--- src/dbgtr_params.svh ---
// Constants for the debug trigger and trace block
`ifndef DBGTR_PARAMS_SVH
`define DBGTR_PARAMS_SVH

`define DBGTR_OFS_CMPA_HI 4'h0
`define DBGTR_OFS_CMPA_LO 4'h1
`define DBGTR_OFS_CMPB_HI 4'h2
`define DBGTR_OFS_CMPB_LO 4'h3
`define DBGTR_OFS_FIFO_HI 4'h4
`define DBGTR_OFS_FIFO_LO 4'h5
`define DBGTR_OFS_CTRL 4'h6
`define DBGTR_OFS_TRIG 4'h7
`define DBGTR_OFS_STAT 4'h8

`define DBGTR_C_ON 7
`define DBGTR_C_ARM 6
`define DBGTR_C_TAG 5
`define DBGTR_C_BRK 4
`define DBGTR_C_RWA 3
`define DBGTR_C_DIR_QUALIFY_EN_A 2
`define DBGTR_C_RWB 1
`define DBGTR_C_DIR_QUALIFY_EN_B 0
`define DBGTR_T_OPSEL 7
`define DBGTR_T_BEGIN 6

`define DBGTR_CTRL_RST 8'h00
`define DBGTR_TRIG_RST 8'h00
`define DBGTR_CMP_RST 16'h0000

`define DBGTR_COUNT_FULL 4'h8
`define DBGTR_COF_BLANK 2'h2
`define DBGTR_TQ_DEPTH 3'h4

`endif

--- src/dbgtr_pkg.sv ---
// Types shared by the debug trigger and trace block
package dbgtr_pkg;

	typedef enum logic [3:0] {
		tm_a_only, tm_a_or_b, tm_a_then_b, tm_event_b, tm_a_then_event_b,
		tm_a_and_b_data, tm_a_and_not_b_data, tm_inside, tm_outside
	} dbgtr_mode_e;

	typedef enum logic [2:0] {
		cof_none, cof_branch_cond, cof_branch_uncond, cof_indirect,
		cof_interrupt, cof_rti, cof_rts
	} dbgtr_cof_e;

	typedef enum logic [1:0] {st_off, st_wait, st_store} dbgtr_run_e;

	typedef struct packed {
		logic cyc;
		logic [15:0] addr;
		logic rd;
		logic [7:0] rdata;
		logic [7:0] wdata;
		logic fetch;
		logic exec;
		logic flush;
		logic bdc_access;
		dbgtr_cof_e cof;
		logic cof_taken;
		logic [15:0] cof_src;
		logic [15:0] cof_dst;
	} dbgtr_cpu_s;

	typedef struct packed {
		logic tag_req;
		logic force_req;
		logic use_swi;
	} dbgtr_brk_s;

	typedef struct packed {
		logic [15:0] cmp_a;
		logic [15:0] cmp_b;
		logic [7:0] ctrl;
		logic [7:0] trig;
		logic af;
		logic bf;
		dbgtr_run_e run;
		logic active;
		logic [3:0] count;
		logic [7:0][15:0] fifo;
		logic [1:0] blank;
		logic [3:0] tqa;
		logic [2:0] tqa_n;
		logic [3:0] tqb;
		logic [2:0] tqb_n;
		logic [15:0] last_op;
		logic [7:0] rdata;
		dbgtr_brk_s brk;
	} dbgtr_state_s;

endpackage

--- src/dbgtr_trace.sv ---
// Debug comparators, trigger modes, trace FIFO and break requests
//
// The address map and the address-and-strobe port were chosen for this implementation.
`timescale 1ns/100ps
`include "dbgtr_params.svh"

module dbgtr_trace
	import dbgtr_pkg::*;
(
	// Clock and reset
	input wire logic mclk,
	input wire logic reset_n,
	// Register port
	input wire logic [3:0] reg_addr,
	input wire logic [7:0] reg_wdata,
	input wire logic reg_wr,
	input wire logic reg_rd,
	output logic [7:0] reg_rdata,
	// CPU side
	input wire dbgtr_cpu_s cpu,
	input wire logic background_permit,
	output dbgtr_brk_s brk,
	output logic run_active_flag
);

	dbgtr_state_s s_reg;
	dbgtr_state_s s_next;

	// Opcode tracker: pops on execute, pushes on fetch, drops on queue flush
	function automatic logic [7:0] tq_step(input logic [3:0] q, input logic [2:0] n,
		input logic push, input logic pb, input logic pop, input logic fl);
		logic [3:0] nq;
		logic [2:0] nn;
		logic hit;
		nq = q;
		nn = n;
		hit = 1'b0;
		if (fl)
		begin
			nq = 4'h0;
			nn = 3'h0;
		end
		else
		begin
			if (pop && nn != 3'h0)
			begin
				hit = nq[0];
				nq = {1'b0, nq[3:1]};
				nn = nn - 3'h1;
			end
			if (push && nn < `DBGTR_TQ_DEPTH)
			begin
				nq[nn[1:0]] = pb;
				nn = nn + 3'h1;
			end
		end
		return {hit, nq, nn};
	endfunction

	// Shift toward the port and enter a new word at the back
	function automatic logic [7:0][15:0] fifo_shift(input logic [7:0][15:0] f,
		input logic [15:0] v);
		logic [7:0][15:0] r;
		r = {v, f[7:1]};
		return r;
	endfunction

	function automatic logic [3:0] count_inc(input logic [3:0] c);
		return (c == `DBGTR_COUNT_FULL) ? c : c + 4'h1;
	endfunction

	always_comb
	begin
		logic cyc;
		logic ma_raw;
		logic mb_raw;
		logic qa;
		logic qb;
		logic dmatch;
		logic [7:0] dsel;
		logic [7:0] tra;
		logic [7:0] trb;
		logic trig;
		logic brk_src;
		logic is_event;
		logic is_full;
		logic begin_eff;
		logic cof_ok;
		logic [15:0] cof_val;
		logic push;
		logic [15:0] push_val;
		logic arm_start;
		logic arm_stop;
		logic armed;
		logic stop_run;
		dbgtr_mode_e mode;
		// Defaults first: every temporary has a value on every path
		ma_raw = 1'b0;
		mb_raw = 1'b0;
		qa = 1'b0;
		qb = 1'b0;
		dmatch = 1'b0;
		dsel = 8'h00;
		tra = 8'h00;
		trb = 8'h00;
		trig = 1'b0;
		brk_src = 1'b0;
		cof_ok = 1'b0;
		cof_val = 16'h0000;
		arm_start = 1'b0;
		arm_stop = 1'b0;
		s_next = s_reg;
		cyc = cpu.cyc && !cpu.bdc_access;
		mode = dbgtr_mode_e'(s_reg.trig[3:0]);
		is_event = (mode == tm_event_b) || (mode == tm_a_then_event_b);
		is_full = (mode == tm_a_and_b_data) || (mode == tm_a_and_not_b_data);
		begin_eff = is_event || s_reg.trig[`DBGTR_T_BEGIN];
		armed = s_reg.run != st_off;
		push = 1'b0;
		push_val = 16'h0000;
		stop_run = 1'b0;

		// Comparator matches with optional direction qualify
		ma_raw = cyc && cpu.addr == s_reg.cmp_a && (!s_reg.ctrl[`DBGTR_C_DIR_QUALIFY_EN_A]
			|| cpu.rd == s_reg.ctrl[`DBGTR_C_RWA]);
		mb_raw = cyc && cpu.addr == s_reg.cmp_b && (!s_reg.ctrl[`DBGTR_C_DIR_QUALIFY_EN_B]
			|| cpu.rd == s_reg.ctrl[`DBGTR_C_RWB]);
		// Write bus only when A is qualified to writes
		dsel = (s_reg.ctrl[`DBGTR_C_DIR_QUALIFY_EN_A] && !s_reg.ctrl[`DBGTR_C_RWA]) ? cpu.wdata
			: cpu.rdata;
		dmatch = dsel == s_reg.cmp_b[7:0];

		// Independent trackers so several tagged fetches can be in flight
		tra = tq_step(s_reg.tqa, s_reg.tqa_n, cpu.fetch, cpu.addr == s_reg.cmp_a,
			cpu.exec, cpu.flush);
		trb = tq_step(s_reg.tqb, s_reg.tqb_n, cpu.fetch, cpu.addr == s_reg.cmp_b,
			cpu.exec, cpu.flush);
		s_next.tqa = tra[6:3];
		s_next.tqa_n = tra[2:0];
		s_next.tqb = trb[6:3];
		s_next.tqb_n = trb[2:0];
		qa = s_reg.trig[`DBGTR_T_OPSEL] ? tra[7] : ma_raw;
		qb = s_reg.trig[`DBGTR_T_OPSEL] ? trb[7] : mb_raw;

		case (mode)
			tm_a_only: trig = qa;
			tm_a_or_b: trig = qa || qb;
			tm_a_then_b: trig = s_reg.af && qb;
			tm_event_b: trig = qb;
			tm_a_then_event_b: trig = s_reg.af && qb;
			tm_a_and_b_data: trig = qa && dmatch;
			tm_a_and_not_b_data: trig = qa && !dmatch;
			tm_inside: trig = cyc && cpu.addr >= s_reg.cmp_a
				&& cpu.addr <= s_reg.cmp_b;
			tm_outside: trig = cyc && (cpu.addr < s_reg.cmp_a
				|| cpu.addr > s_reg.cmp_b);
			default: trig = 1'b0;
		endcase

		// Change-of-flow selection
		cof_ok = 1'b0;
		cof_val = cpu.cof_dst;
		if (cpu.cof == cof_branch_cond && cpu.cof_taken)
		begin
			cof_ok = 1'b1;
			cof_val = cpu.cof_src;
		end
		else if (cpu.cof == cof_indirect || cpu.cof == cof_interrupt
			|| cpu.cof == cof_rti || cpu.cof == cof_rts)
		begin
			cof_ok = 1'b1;
		end

		// Arm needs the enable bit too; any other control write is a stop
		arm_start = reg_wr && reg_addr == `DBGTR_OFS_CTRL && reg_wdata[`DBGTR_C_ARM]
			&& reg_wdata[`DBGTR_C_ON];
		arm_stop = reg_wr && reg_addr == `DBGTR_OFS_CTRL && !arm_start;

		// Run sequencing
		case (s_reg.run)
			st_wait:
			begin
				if (is_event)
				begin
					if (trig)
					begin
						push = 1'b1;
						push_val = {8'h00, dsel};
						stop_run = count_inc(s_reg.count) == `DBGTR_COUNT_FULL;
					end
				end
				else if (!begin_eff)
				begin
					// Circular store; a flow change in the trigger cycle is the last one
					if (cof_ok)
					begin
						push = 1'b1;
						push_val = cof_val;
					end
					stop_run = trig;
				end
				else if (trig)
				begin
					// Trigger cycle and two following bus cycles are blind
					s_next.run = st_store;
					s_next.blank = `DBGTR_COF_BLANK;
				end
			end
			st_store:
			begin
				if (cyc && s_reg.blank != 2'h0)
				begin
					s_next.blank = s_reg.blank - 2'h1;
				end
				if (cof_ok && s_reg.blank == 2'h0)
				begin
					push = 1'b1;
					push_val = cof_val;
					stop_run = count_inc(s_reg.count) == `DBGTR_COUNT_FULL;
				end
			end
			default:
			begin
				s_next.run = st_off;
			end
		endcase

		// Flags: a set in the arm cycle still wins
		s_next.af = (arm_start ? 1'b0 : s_reg.af) || (armed && qa);
		s_next.bf = (arm_start ? 1'b0 : s_reg.bf) || (armed && qb);

		// Low port read shifts; unarmed it feeds the profiler
		if (reg_rd && reg_addr == `DBGTR_OFS_FIFO_LO)
		begin
			s_next.fifo = fifo_shift(s_reg.fifo, s_reg.ctrl[`DBGTR_C_ARM] ? 16'h0000
				: s_reg.last_op);
		end
		if (push)
		begin
			s_next.fifo = fifo_shift(s_next.fifo, push_val);
			s_next.count = count_inc(s_reg.count);
		end
		// Manual stop short of full shifts once more, so the host
		// skips one read fewer than the empty slots would suggest
		if (arm_stop && armed && s_reg.count != `DBGTR_COUNT_FULL)
		begin
			s_next.fifo = fifo_shift(s_next.fifo, 16'h0000);
		end
		if (cpu.fetch)
		begin
			s_next.last_op = cpu.addr;
		end
		if (stop_run)
		begin
			s_next.run = st_off;
			s_next.ctrl[`DBGTR_C_ARM] = 1'b0;
		end

		// Break requests
		brk_src = (is_full && s_reg.ctrl[`DBGTR_C_TAG]) ? qa : trig;
		brk_src = brk_src && armed && s_reg.ctrl[`DBGTR_C_BRK];
		s_next.brk.tag_req = brk_src && s_reg.ctrl[`DBGTR_C_TAG];
		s_next.brk.force_req = brk_src && !s_reg.ctrl[`DBGTR_C_TAG];
		// Permit is sampled every cycle, so the fallback follows the host
		s_next.brk.use_swi = !background_permit;

		// Register writes
		if (reg_wr)
		begin
			if (reg_addr == `DBGTR_OFS_CMPA_HI)
			begin
				s_next.cmp_a[15:8] = reg_wdata;
			end
			else if (reg_addr == `DBGTR_OFS_CMPA_LO)
			begin
				s_next.cmp_a[7:0] = reg_wdata;
			end
			else if (reg_addr == `DBGTR_OFS_CMPB_HI)
			begin
				s_next.cmp_b[15:8] = reg_wdata;
			end
			else if (reg_addr == `DBGTR_OFS_CMPB_LO)
			begin
				s_next.cmp_b[7:0] = reg_wdata;
			end
			else if (reg_addr == `DBGTR_OFS_CTRL)
			begin
				s_next.ctrl = reg_wdata;
				s_next.ctrl[`DBGTR_C_ARM] = arm_start;
			end
			else if (reg_addr == `DBGTR_OFS_TRIG)
			begin
				s_next.trig = reg_wdata;
			end
		end
		if (arm_start)
		begin
			s_next.run = st_wait;
			s_next.count = 4'h0;
			s_next.blank = 2'h0;
		end
		else if (arm_stop)
		begin
			s_next.run = st_off;
		end
		// Run flag gets its own flop so the pin is not a decode of the state
		s_next.active = s_next.run != st_off;

		// Read data stands only in the cycle after the strobe
		s_next.rdata = 8'h00;
		if (reg_rd)
		begin
			if (reg_addr == `DBGTR_OFS_CMPA_HI)
			begin
				s_next.rdata = s_reg.cmp_a[15:8];
			end
			else if (reg_addr == `DBGTR_OFS_CMPA_LO)
			begin
				s_next.rdata = s_reg.cmp_a[7:0];
			end
			else if (reg_addr == `DBGTR_OFS_CMPB_HI)
			begin
				s_next.rdata = s_reg.cmp_b[15:8];
			end
			else if (reg_addr == `DBGTR_OFS_CMPB_LO)
			begin
				s_next.rdata = s_reg.cmp_b[7:0];
			end
			else if (reg_addr == `DBGTR_OFS_FIFO_HI)
			begin
				s_next.rdata = s_reg.fifo[0][15:8];
			end
			else if (reg_addr == `DBGTR_OFS_FIFO_LO)
			begin
				s_next.rdata = s_reg.fifo[0][7:0];
			end
			else if (reg_addr == `DBGTR_OFS_CTRL)
			begin
				s_next.rdata = s_reg.ctrl;
			end
			else if (reg_addr == `DBGTR_OFS_TRIG)
			begin
				s_next.rdata = s_reg.trig;
			end
			else if (reg_addr == `DBGTR_OFS_STAT)
			begin
				s_next.rdata = {s_reg.af, s_reg.bf, armed, 1'b0, s_reg.count};
			end
		end
	end

	always_ff @(posedge mclk)
	begin
		if (!reset_n)
		begin
			s_reg <= '0;
			s_reg.ctrl <= `DBGTR_CTRL_RST;
			s_reg.trig <= `DBGTR_TRIG_RST;
			s_reg.cmp_a <= `DBGTR_CMP_RST;
			s_reg.cmp_b <= `DBGTR_CMP_RST;
			s_reg.run <= st_off;
		end
		else
		begin
			s_reg <= s_next;
		end
	end

	assign reg_rdata = s_reg.rdata;
	assign brk = s_reg.brk;
	assign run_active_flag = s_reg.active;

endmodule

--- config.mk ---
export PLATFORM = sky130hd
export DESIGN_NAME = dbgtr_trace
export DESIGN_NICKNAME = d
export VERILOG_FILES = /design/src/dbgtr_pkg.sv /design/src/dbgtr_trace.sv
export VERILOG_INCLUDE_DIRS = /design/src
export SDC_FILE = /design/constraint.sdc
export NUM_CORES = 1
export LEC_CHECK = 0
export CORE_ASPECT_RATIO = 2
export CORE_UTILIZATION = 48
export CTS_CLUSTER_DIAMETER = 30
export CTS_CLUSTER_SIZE = 24
export DETAILED_ROUTE_END_ITERATION = 7
export DONT_BUFFER_PORTS = 1
export PLACE_DENSITY_LB_ADDON = 0.12
export SKIP_CTS_REPAIR_TIMING = 1
export SYNTH_ARGS = -nofsm -noshare
export SYNTH_HDL_FRONTEND = slang
export SYNTH_SLANG_ARGS = --single-unit
--- constraint.sdc ---
create_clock -name mclk -period 3.4 [get_ports mclk]
set_input_delay 0.68 -clock mclk [delete_from_list [all_inputs] [get_ports mclk]]
set_output_delay 0.68 -clock mclk [all_outputs]
set_load 0.01 [all_outputs]
==> impl_metrics.env, run 1 <==
export IMPL_placed_area_sq_um=16250
export IMPL_setup_violations=134
export IMPL_cp_top_family="compound AO/OA/AOI/OAI gates"
export IMPL_p_leak_nw=6.991
export IMPL_diodes=0
export IMPL_num_rows=91
export IMPL_setup_worst_path_class="flip-flop to flip-flop"
export IMPL_synth_area_per_cell_sq_um=7.911
export IMPL_wl_microns=58370
export IMPL_post_route_min_period_ns=3.774
export IMPL_ys_flop_type="dfxtp_1"
export IMPL_cpMaxStageDelayCell="or4_4"
export IMPL_clock_skew_ns=0.02012
export IMPL_cap_violations=0
export IMPL_synthArstFlopShare=0
export IMPL_max_freq_mhz=265.0
export IMPL_root_buffer="clkbuf_16"
export IMPL_ys_warn_count=0
export IMPL_synth_edf_count=0
export IMPL_cpPeakStageDelay_ns=0.53
export IMPL_synth_area_leader_cell="dfxtp_1"
export IMPL_cts_tree="yes"
export IMPL_drive_gt1_frac=0.1869
export IMPL_crit_buf_inv=3
export IMPL_fin_ws_ns=-0.3740
export IMPL_gp_congestion=0.9701
export IMPL_io_pins=103
export IMPL_yosysUniqueCellTypes=71
export IMPL_clock_sinks=228
export IMPL_post_route_util=0.5928
export IMPL_synthCells=1885
export IMPL_start_kind="flip-flop"
export IMPL_status="finished with violations"
export IMPL_hold_viol=0
export IMPL_cts_buffers=39
export IMPL_path_cells="clkinvlp_4 > ha_1 > nand2_1 > or4_4 > nor2_4 > a21oi_2 > o311a_4 > a211oi_4 > buf_4 > nor3_4 > clkbuf_16 > a221oi_2 > o221ai_1"
export IMPL_die_w_microns=126.6
export IMPL_drt_initial_drc_count=1146
export IMPL_start_util=0.4851
export IMPL_grt_total_usage=0.3587
export IMPL_post_route_period_util=1.110
export IMPL_place_ws_ns=-0.5388
export IMPL_port_buffers=0
export IMPL_failed_checks="negative setup slack"
export IMPL_clockBufferDepth=3
export IMPL_min_delay_start="background_permit"
export IMPL_dieArea_sq_um=31820
export IMPL_final_nets=2062
export IMPL_worst_pin_slew_ns=1.088
export IMPL_syn_nets=2027
export IMPL_clk_insertion_delay_late_ns=0.54
export IMPL_overflow=0
export IMPL_finalNonFillerCells=2320
export IMPL_final_cell_mix="nand2_1, dfxtp_1, o21ai_0"
export IMPL_r2r_start="s_reg[202]"
export IMPL_clkTransAtPathRegs_ns=0.06
export IMPL_first_pass_iters=8
export IMPL_cp_data_required_time_ns=3.79
export IMPL_wl_per_cell_microns=25.16
export IMPL_design_area_sq_um=18220
export IMPL_syn_to_final_growth_pct=22.21
export IMPL_crit_path_max_fanout=9
export IMPL_dp_hpwl_microns=39680
export IMPL_core_area_sq_um=30740
export IMPL_hold_slack_ns=0.2408
export IMPL_chipHeight_microns=251.3
export IMPL_drc_errors=0
export IMPL_syn_area_sq_um=14910
export IMPL_synth_seq_area_share=0.3061
export IMPL_final_max_slew_viol_count=0
export IMPL_yosysTopAreaCellShare=0.3061
export IMPL_antenna_found_initial=0
export IMPL_grt_max_degree=105
export IMPL_rsz0062_at_grt="true"
export IMPL_postRouteAntennaNets=0
export IMPL_synth_seq_cells=228
export IMPL_largest_reg_flops=216
export IMPL_ys_top_cells_by_area="dfxtp_1, mux2i_1, nand2_1"
export IMPL_fillerInstances=2799
export IMPL_critPathLaunch="s_reg[202]"
export IMPL_vias=15150
export IMPL_htree_levels=2
export IMPL_dp_cells=2239
export IMPL_slew_headroom=0.2670
export IMPL_ir_worst_vdd_mv=0.3422
export IMPL_grt_pass1_wl_microns=86420
export IMPL_final_common_cell="nand2_1"
export IMPL_drt_vias_per_instance=6.530
export IMPL_grt_pass1_vias=14710
export IMPL_arrival_ns=4.17
export IMPL_min_path_type="input port to flip-flop"
export IMPL_end_kind="flip-flop"
export IMPL_powerDensity_nw_per_um2=426.2
-- area by class of cell --
class	instances	area (sq um)	share of cell area
Timing Repair Buffer	152	1406	0.07717
Inverter	74	292.8	0.01607
Tap cell	372	465.4	0.02554
Clock buffer	46	1065	0.05843
Sequential cell	228	4566	0.2505
Clock inverter	23	236.5	0.01298
Multi-Input combinational cell	1425	10190	0.5593
-- power breakdown --
| part | switching (mW) | total [mW] | internal, mW |
|---|---|---|---|
| clock network | 1.49 | 3.98 | 2.48 |
| registers | 0.127 | 2.90 | 2.77 |
| logic | 0.488 | 0.896 | 0.408 |
| total | 2.11 | 7.77 | 5.66 |
-- routing by layer --
| layer | global-route usage | part of all wire | vias up |
|---|---|---|---|
| met3 | 0.1009 | 0.073 | 266 |
| li1 | - | - | 6988 |
| met5 | 0 | 0 | - |
| met4 | 0.3164 | 0.093 | 0 |
| met1 | 0.3502 | 0.34 | 7241 |
| met2 | 0.6152 | 0.49 | 654 |
-- metrics by stage --
step / power, mW / setup TNS (ns)
4_1_cts: 7.722 / -1.950
2_1_floorplan: 3.554 / 0
5_1_grt: 8.012 / -42.47
3_3_place_gp: 3.742 / -28.81
6_report: 7.768 / -34.38
3_5_place_dp: 3.762 / -30.43
-- cells in the mapped netlist, drive strengths merged, types with 46 or more instances --
cell type,number
inv,74
o21ai,162
o22ai,99
dfxtp,228
a221oi,83
nor2b,64
mux2i,129
a21oi,95
buf,46
ha,51
clkbuf,112
nor2,124
nand2,255
-- final timing paths --
path	to	slack (ns)	cells after the start
max	s_reg[49]	-0.37	13
min	brk[0]	0.24	1
max reg2reg	s_reg[49]	-0.37	13
min reg2reg	s_reg[33]	0.47	2
-- kinds of logic (layout without fill, tap and decap cells) --
logic type,Yosys count,in the layout,synth area share
AOI/OAI and AO/OA,619,619,0.2961
and+or+nand+nor,598,598,0.1848
buffers and inverters,232,295,0.06394
DFF,228,228,0.3061
muxes,144,144,0.09867
adders and majority gates,51,51,0.04279
xor gates and xnor gates,13,13,0.007636
Power figures use the tool's default switching activity.
==> inputs of run 2 (changes only) <==
--- a/config.mk
+++ b/config.mk
@@ -6,7 +6,7 @@
 export SDC_FILE = /design/constraint.sdc
 export NUM_CORES = 1
 export LEC_CHECK = 0
-export CORE_ASPECT_RATIO = 2
+export CORE_ASPECT_RATIO = 1.5
 export CORE_UTILIZATION = 48
 export CTS_CLUSTER_DIAMETER = 30
 export CTS_CLUSTER_SIZE = 24
==> impl_metrics.env, run 2 (synthesis gave the netlist of run 1 again) <==
export IMPL_status="finished with violations"
export IMPL_failed_checks="negative setup slack"
export IMPL_cap_violations=0
export IMPL_r2r_start="s_reg[205]"
export IMPL_ir_worst_vdd_mv=0.3166
export IMPL_use_met1=0.3641
export IMPL_crit_path_max_fanout=5
export IMPL_clk_insertion_delay_late_ns=0.56
export IMPL_syn_to_final_growth_pct=27.81
export IMPL_slew_headroom=0.4475
export IMPL_core_area_sq_um=30450
export IMPL_worst_r2r_cell_count=13
export IMPL_whs_path_depth=1
export IMPL_start_kind="flip-flop"
export IMPL_postRouteAntennaNets=0
export IMPL_final_nets=2052
export IMPL_first_pass_iters=5
export IMPL_clkTransAtPathRegs_ns=0.06
export IMPL_final_cell_mix="nand2_1, dfxtp_1, o21ai_0"
export IMPL_final_common_cell="nand2_1"
export IMPL_drive_gt1_frac=0.1878
export IMPL_powerDensity_nw_per_um2=459.8
export IMPL_grt_pass1_vias=14430
export IMPL_vias=14940
export IMPL_rsz0062_at_grt="true"
export IMPL_worst_pin_slew_ns=0.8257
export IMPL_grt_max_degree=105
export IMPL_r2r_slack_ns=-0.02
export IMPL_cts_tree="yes"
export IMPL_setup_worst_path_class="flip-flop to flip-flop"
export IMPL_drt_initial_drc_count=1040
export IMPL_cp_data_required_time_ns=3.81
export IMPL_chipHeight_microns=217.9
export IMPL_htree_levels=2
export IMPL_overflow=0
export IMPL_drt_vias_per_instance=6.361
export IMPL_min_path_type="input port to flip-flop"
export IMPL_hold_viol=0
export IMPL_start_util=0.4897
export IMPL_min_delay_start="background_permit"
export IMPL_setup_violations=3
export IMPL_p_leak_nw=7.156
export IMPL_dp_hpwl_microns=36320
export IMPL_grt_total_usage=0.3231
export IMPL_grt_use_met3=0.05481
export IMPL_diodes=0
export IMPL_drc_errors=0
export IMPL_clock_sinks=228
export IMPL_end_kind="flip-flop"
export IMPL_largest_reg_flops=216
export IMPL_post_route_min_period_ns=3.420
export IMPL_final_max_slew_viol_count=0
export IMPL_worstHoldEndpoint="brk[0]"
export IMPL_gp_congestion=0.9824
export IMPL_post_route_period_util=1.006
export IMPL_total_power_mw=8.763
export IMPL_grt_pass1_wl_microns=80940
export IMPL_cts_buffers=49
export IMPL_wl_per_cell_microns=22.73
export IMPL_clockBufferDepth=3
export IMPL_root_buffer="clkbuf_16"
export IMPL_fin_ws_ns=-0.02048
export IMPL_io_pins=103
export IMPL_use_met2=0.5633
export IMPL_antenna_found_initial=0
export IMPL_arrival_ns=3.83
export IMPL_wl_microns=53390
export IMPL_reg2reg_to="s_reg[54]"
export IMPL_num_rows=78
export IMPL_die_w_microns=145.9
export IMPL_clock_skew_ns=0.02443
export IMPL_dieArea_sq_um=31790
export IMPL_grt_busiest_layer="met2"
export IMPL_max_freq_mhz=292.4
export IMPL_port_buffers=0
export IMPL_setup_tns_ns=-0.03108
## run 2: cell count changes in the layout (fill, tap and decap cells not counted), moves of 3 or more
cell	change
clkbuf_1	+3
o221ai_2	+4
dfxtp_2	+5
clkbuf_8	+7
clkinvlp_4	-7
o221ai_1	-4
mux2i_2	-5
buf_12	+7
buf_4	-28
dfxtp_1	-5
a221oi_2	-41
mux2i_4	+3
a221oi_4	+41
clkbuf_16	+10
## run 2: layout make-up
cell class / count / area [sq um]
inverters: 74 / 282.8
fillers: 2580 / 11390
clock inverters: 24 / 279.0
flip-flops and latches: 228 / 4572
clock buffers: 66 / 1423
well taps: 400 / 500.5
repair buffers: 132 / 1345
multi-input cells: 1425 / 10660
## run 2: layer usage
metal	vias to the layer above	routed length (microns)
li1	6989	-
met1	7201	19980
met4	0	3380
met5	-	0
met2	593	26620
met3	158	3411
## run 2: power breakdown
group | switching [mW] | total (mW) | internal, mW
clock | 1.66 | 4.91 | 3.25
combinational | 0.499 | 0.947 | 0.448
sequential | 0.133 | 2.91 | 2.77
total | 2.29 | 8.76 | 6.47
## run 2: critical path, cell delays in order, from the launching register on
cell      delay [ns]
dfxtp_2         0.35
inv_4           0.06
ha_4            0.27
nand4_1         0.11
or4_4           0.58
nor2_4          0.17
a21oi_4         0.08
o311a_4         0.42
a211oi_4        0.33
buf_6           0.15
nor3_4          0.07
buf_12          0.18
a221oi_4        0.31
o221ai_2        0.15
## run 2: how the worst max path moves through the flow
stage / start / end / slack (ns) / depth (start not counted)
4_1_cts: s_reg[205] / brk[2] / -0.28 / 12
3_3_place_gp: cpu[67] / brk[2] / -0.42 / 10
6_report: s_reg[205] / s_reg[54] / -0.02 / 13
2_1_floorplan: cpu[67] / s_reg[51] / 0.0001 / 11
3_5_place_dp: cpu[67] / brk[2] / -0.44 / 10
5_1_grt: s_reg[208] / s_reg[54] / -0.13 / 13
## run 2: through the flow
| step | area, sq um | std cells | utilization | hold WS (ns) | setup WS, ns |
|---|---|---|---|---|---|
| floorplan | 15200 | 1885 | - | 0.4403 | 0.0001275 |
| global placement | 16250 | 2248 | 0.5335 | 0.4553 | -0.4180 |
| detailed placement | 16250 | 2248 | 0.5335 | 0.4675 | -0.4422 |
| CTS | 17950 | 2338 | 0.5894 | 0.1892 | -0.2810 |
| global route | 19060 | 2349 | 0.6259 | 0.1889 | -0.1349 |
| finish | 19060 | 2349 | 0.6259 | 0.1997 | -0.02048 |
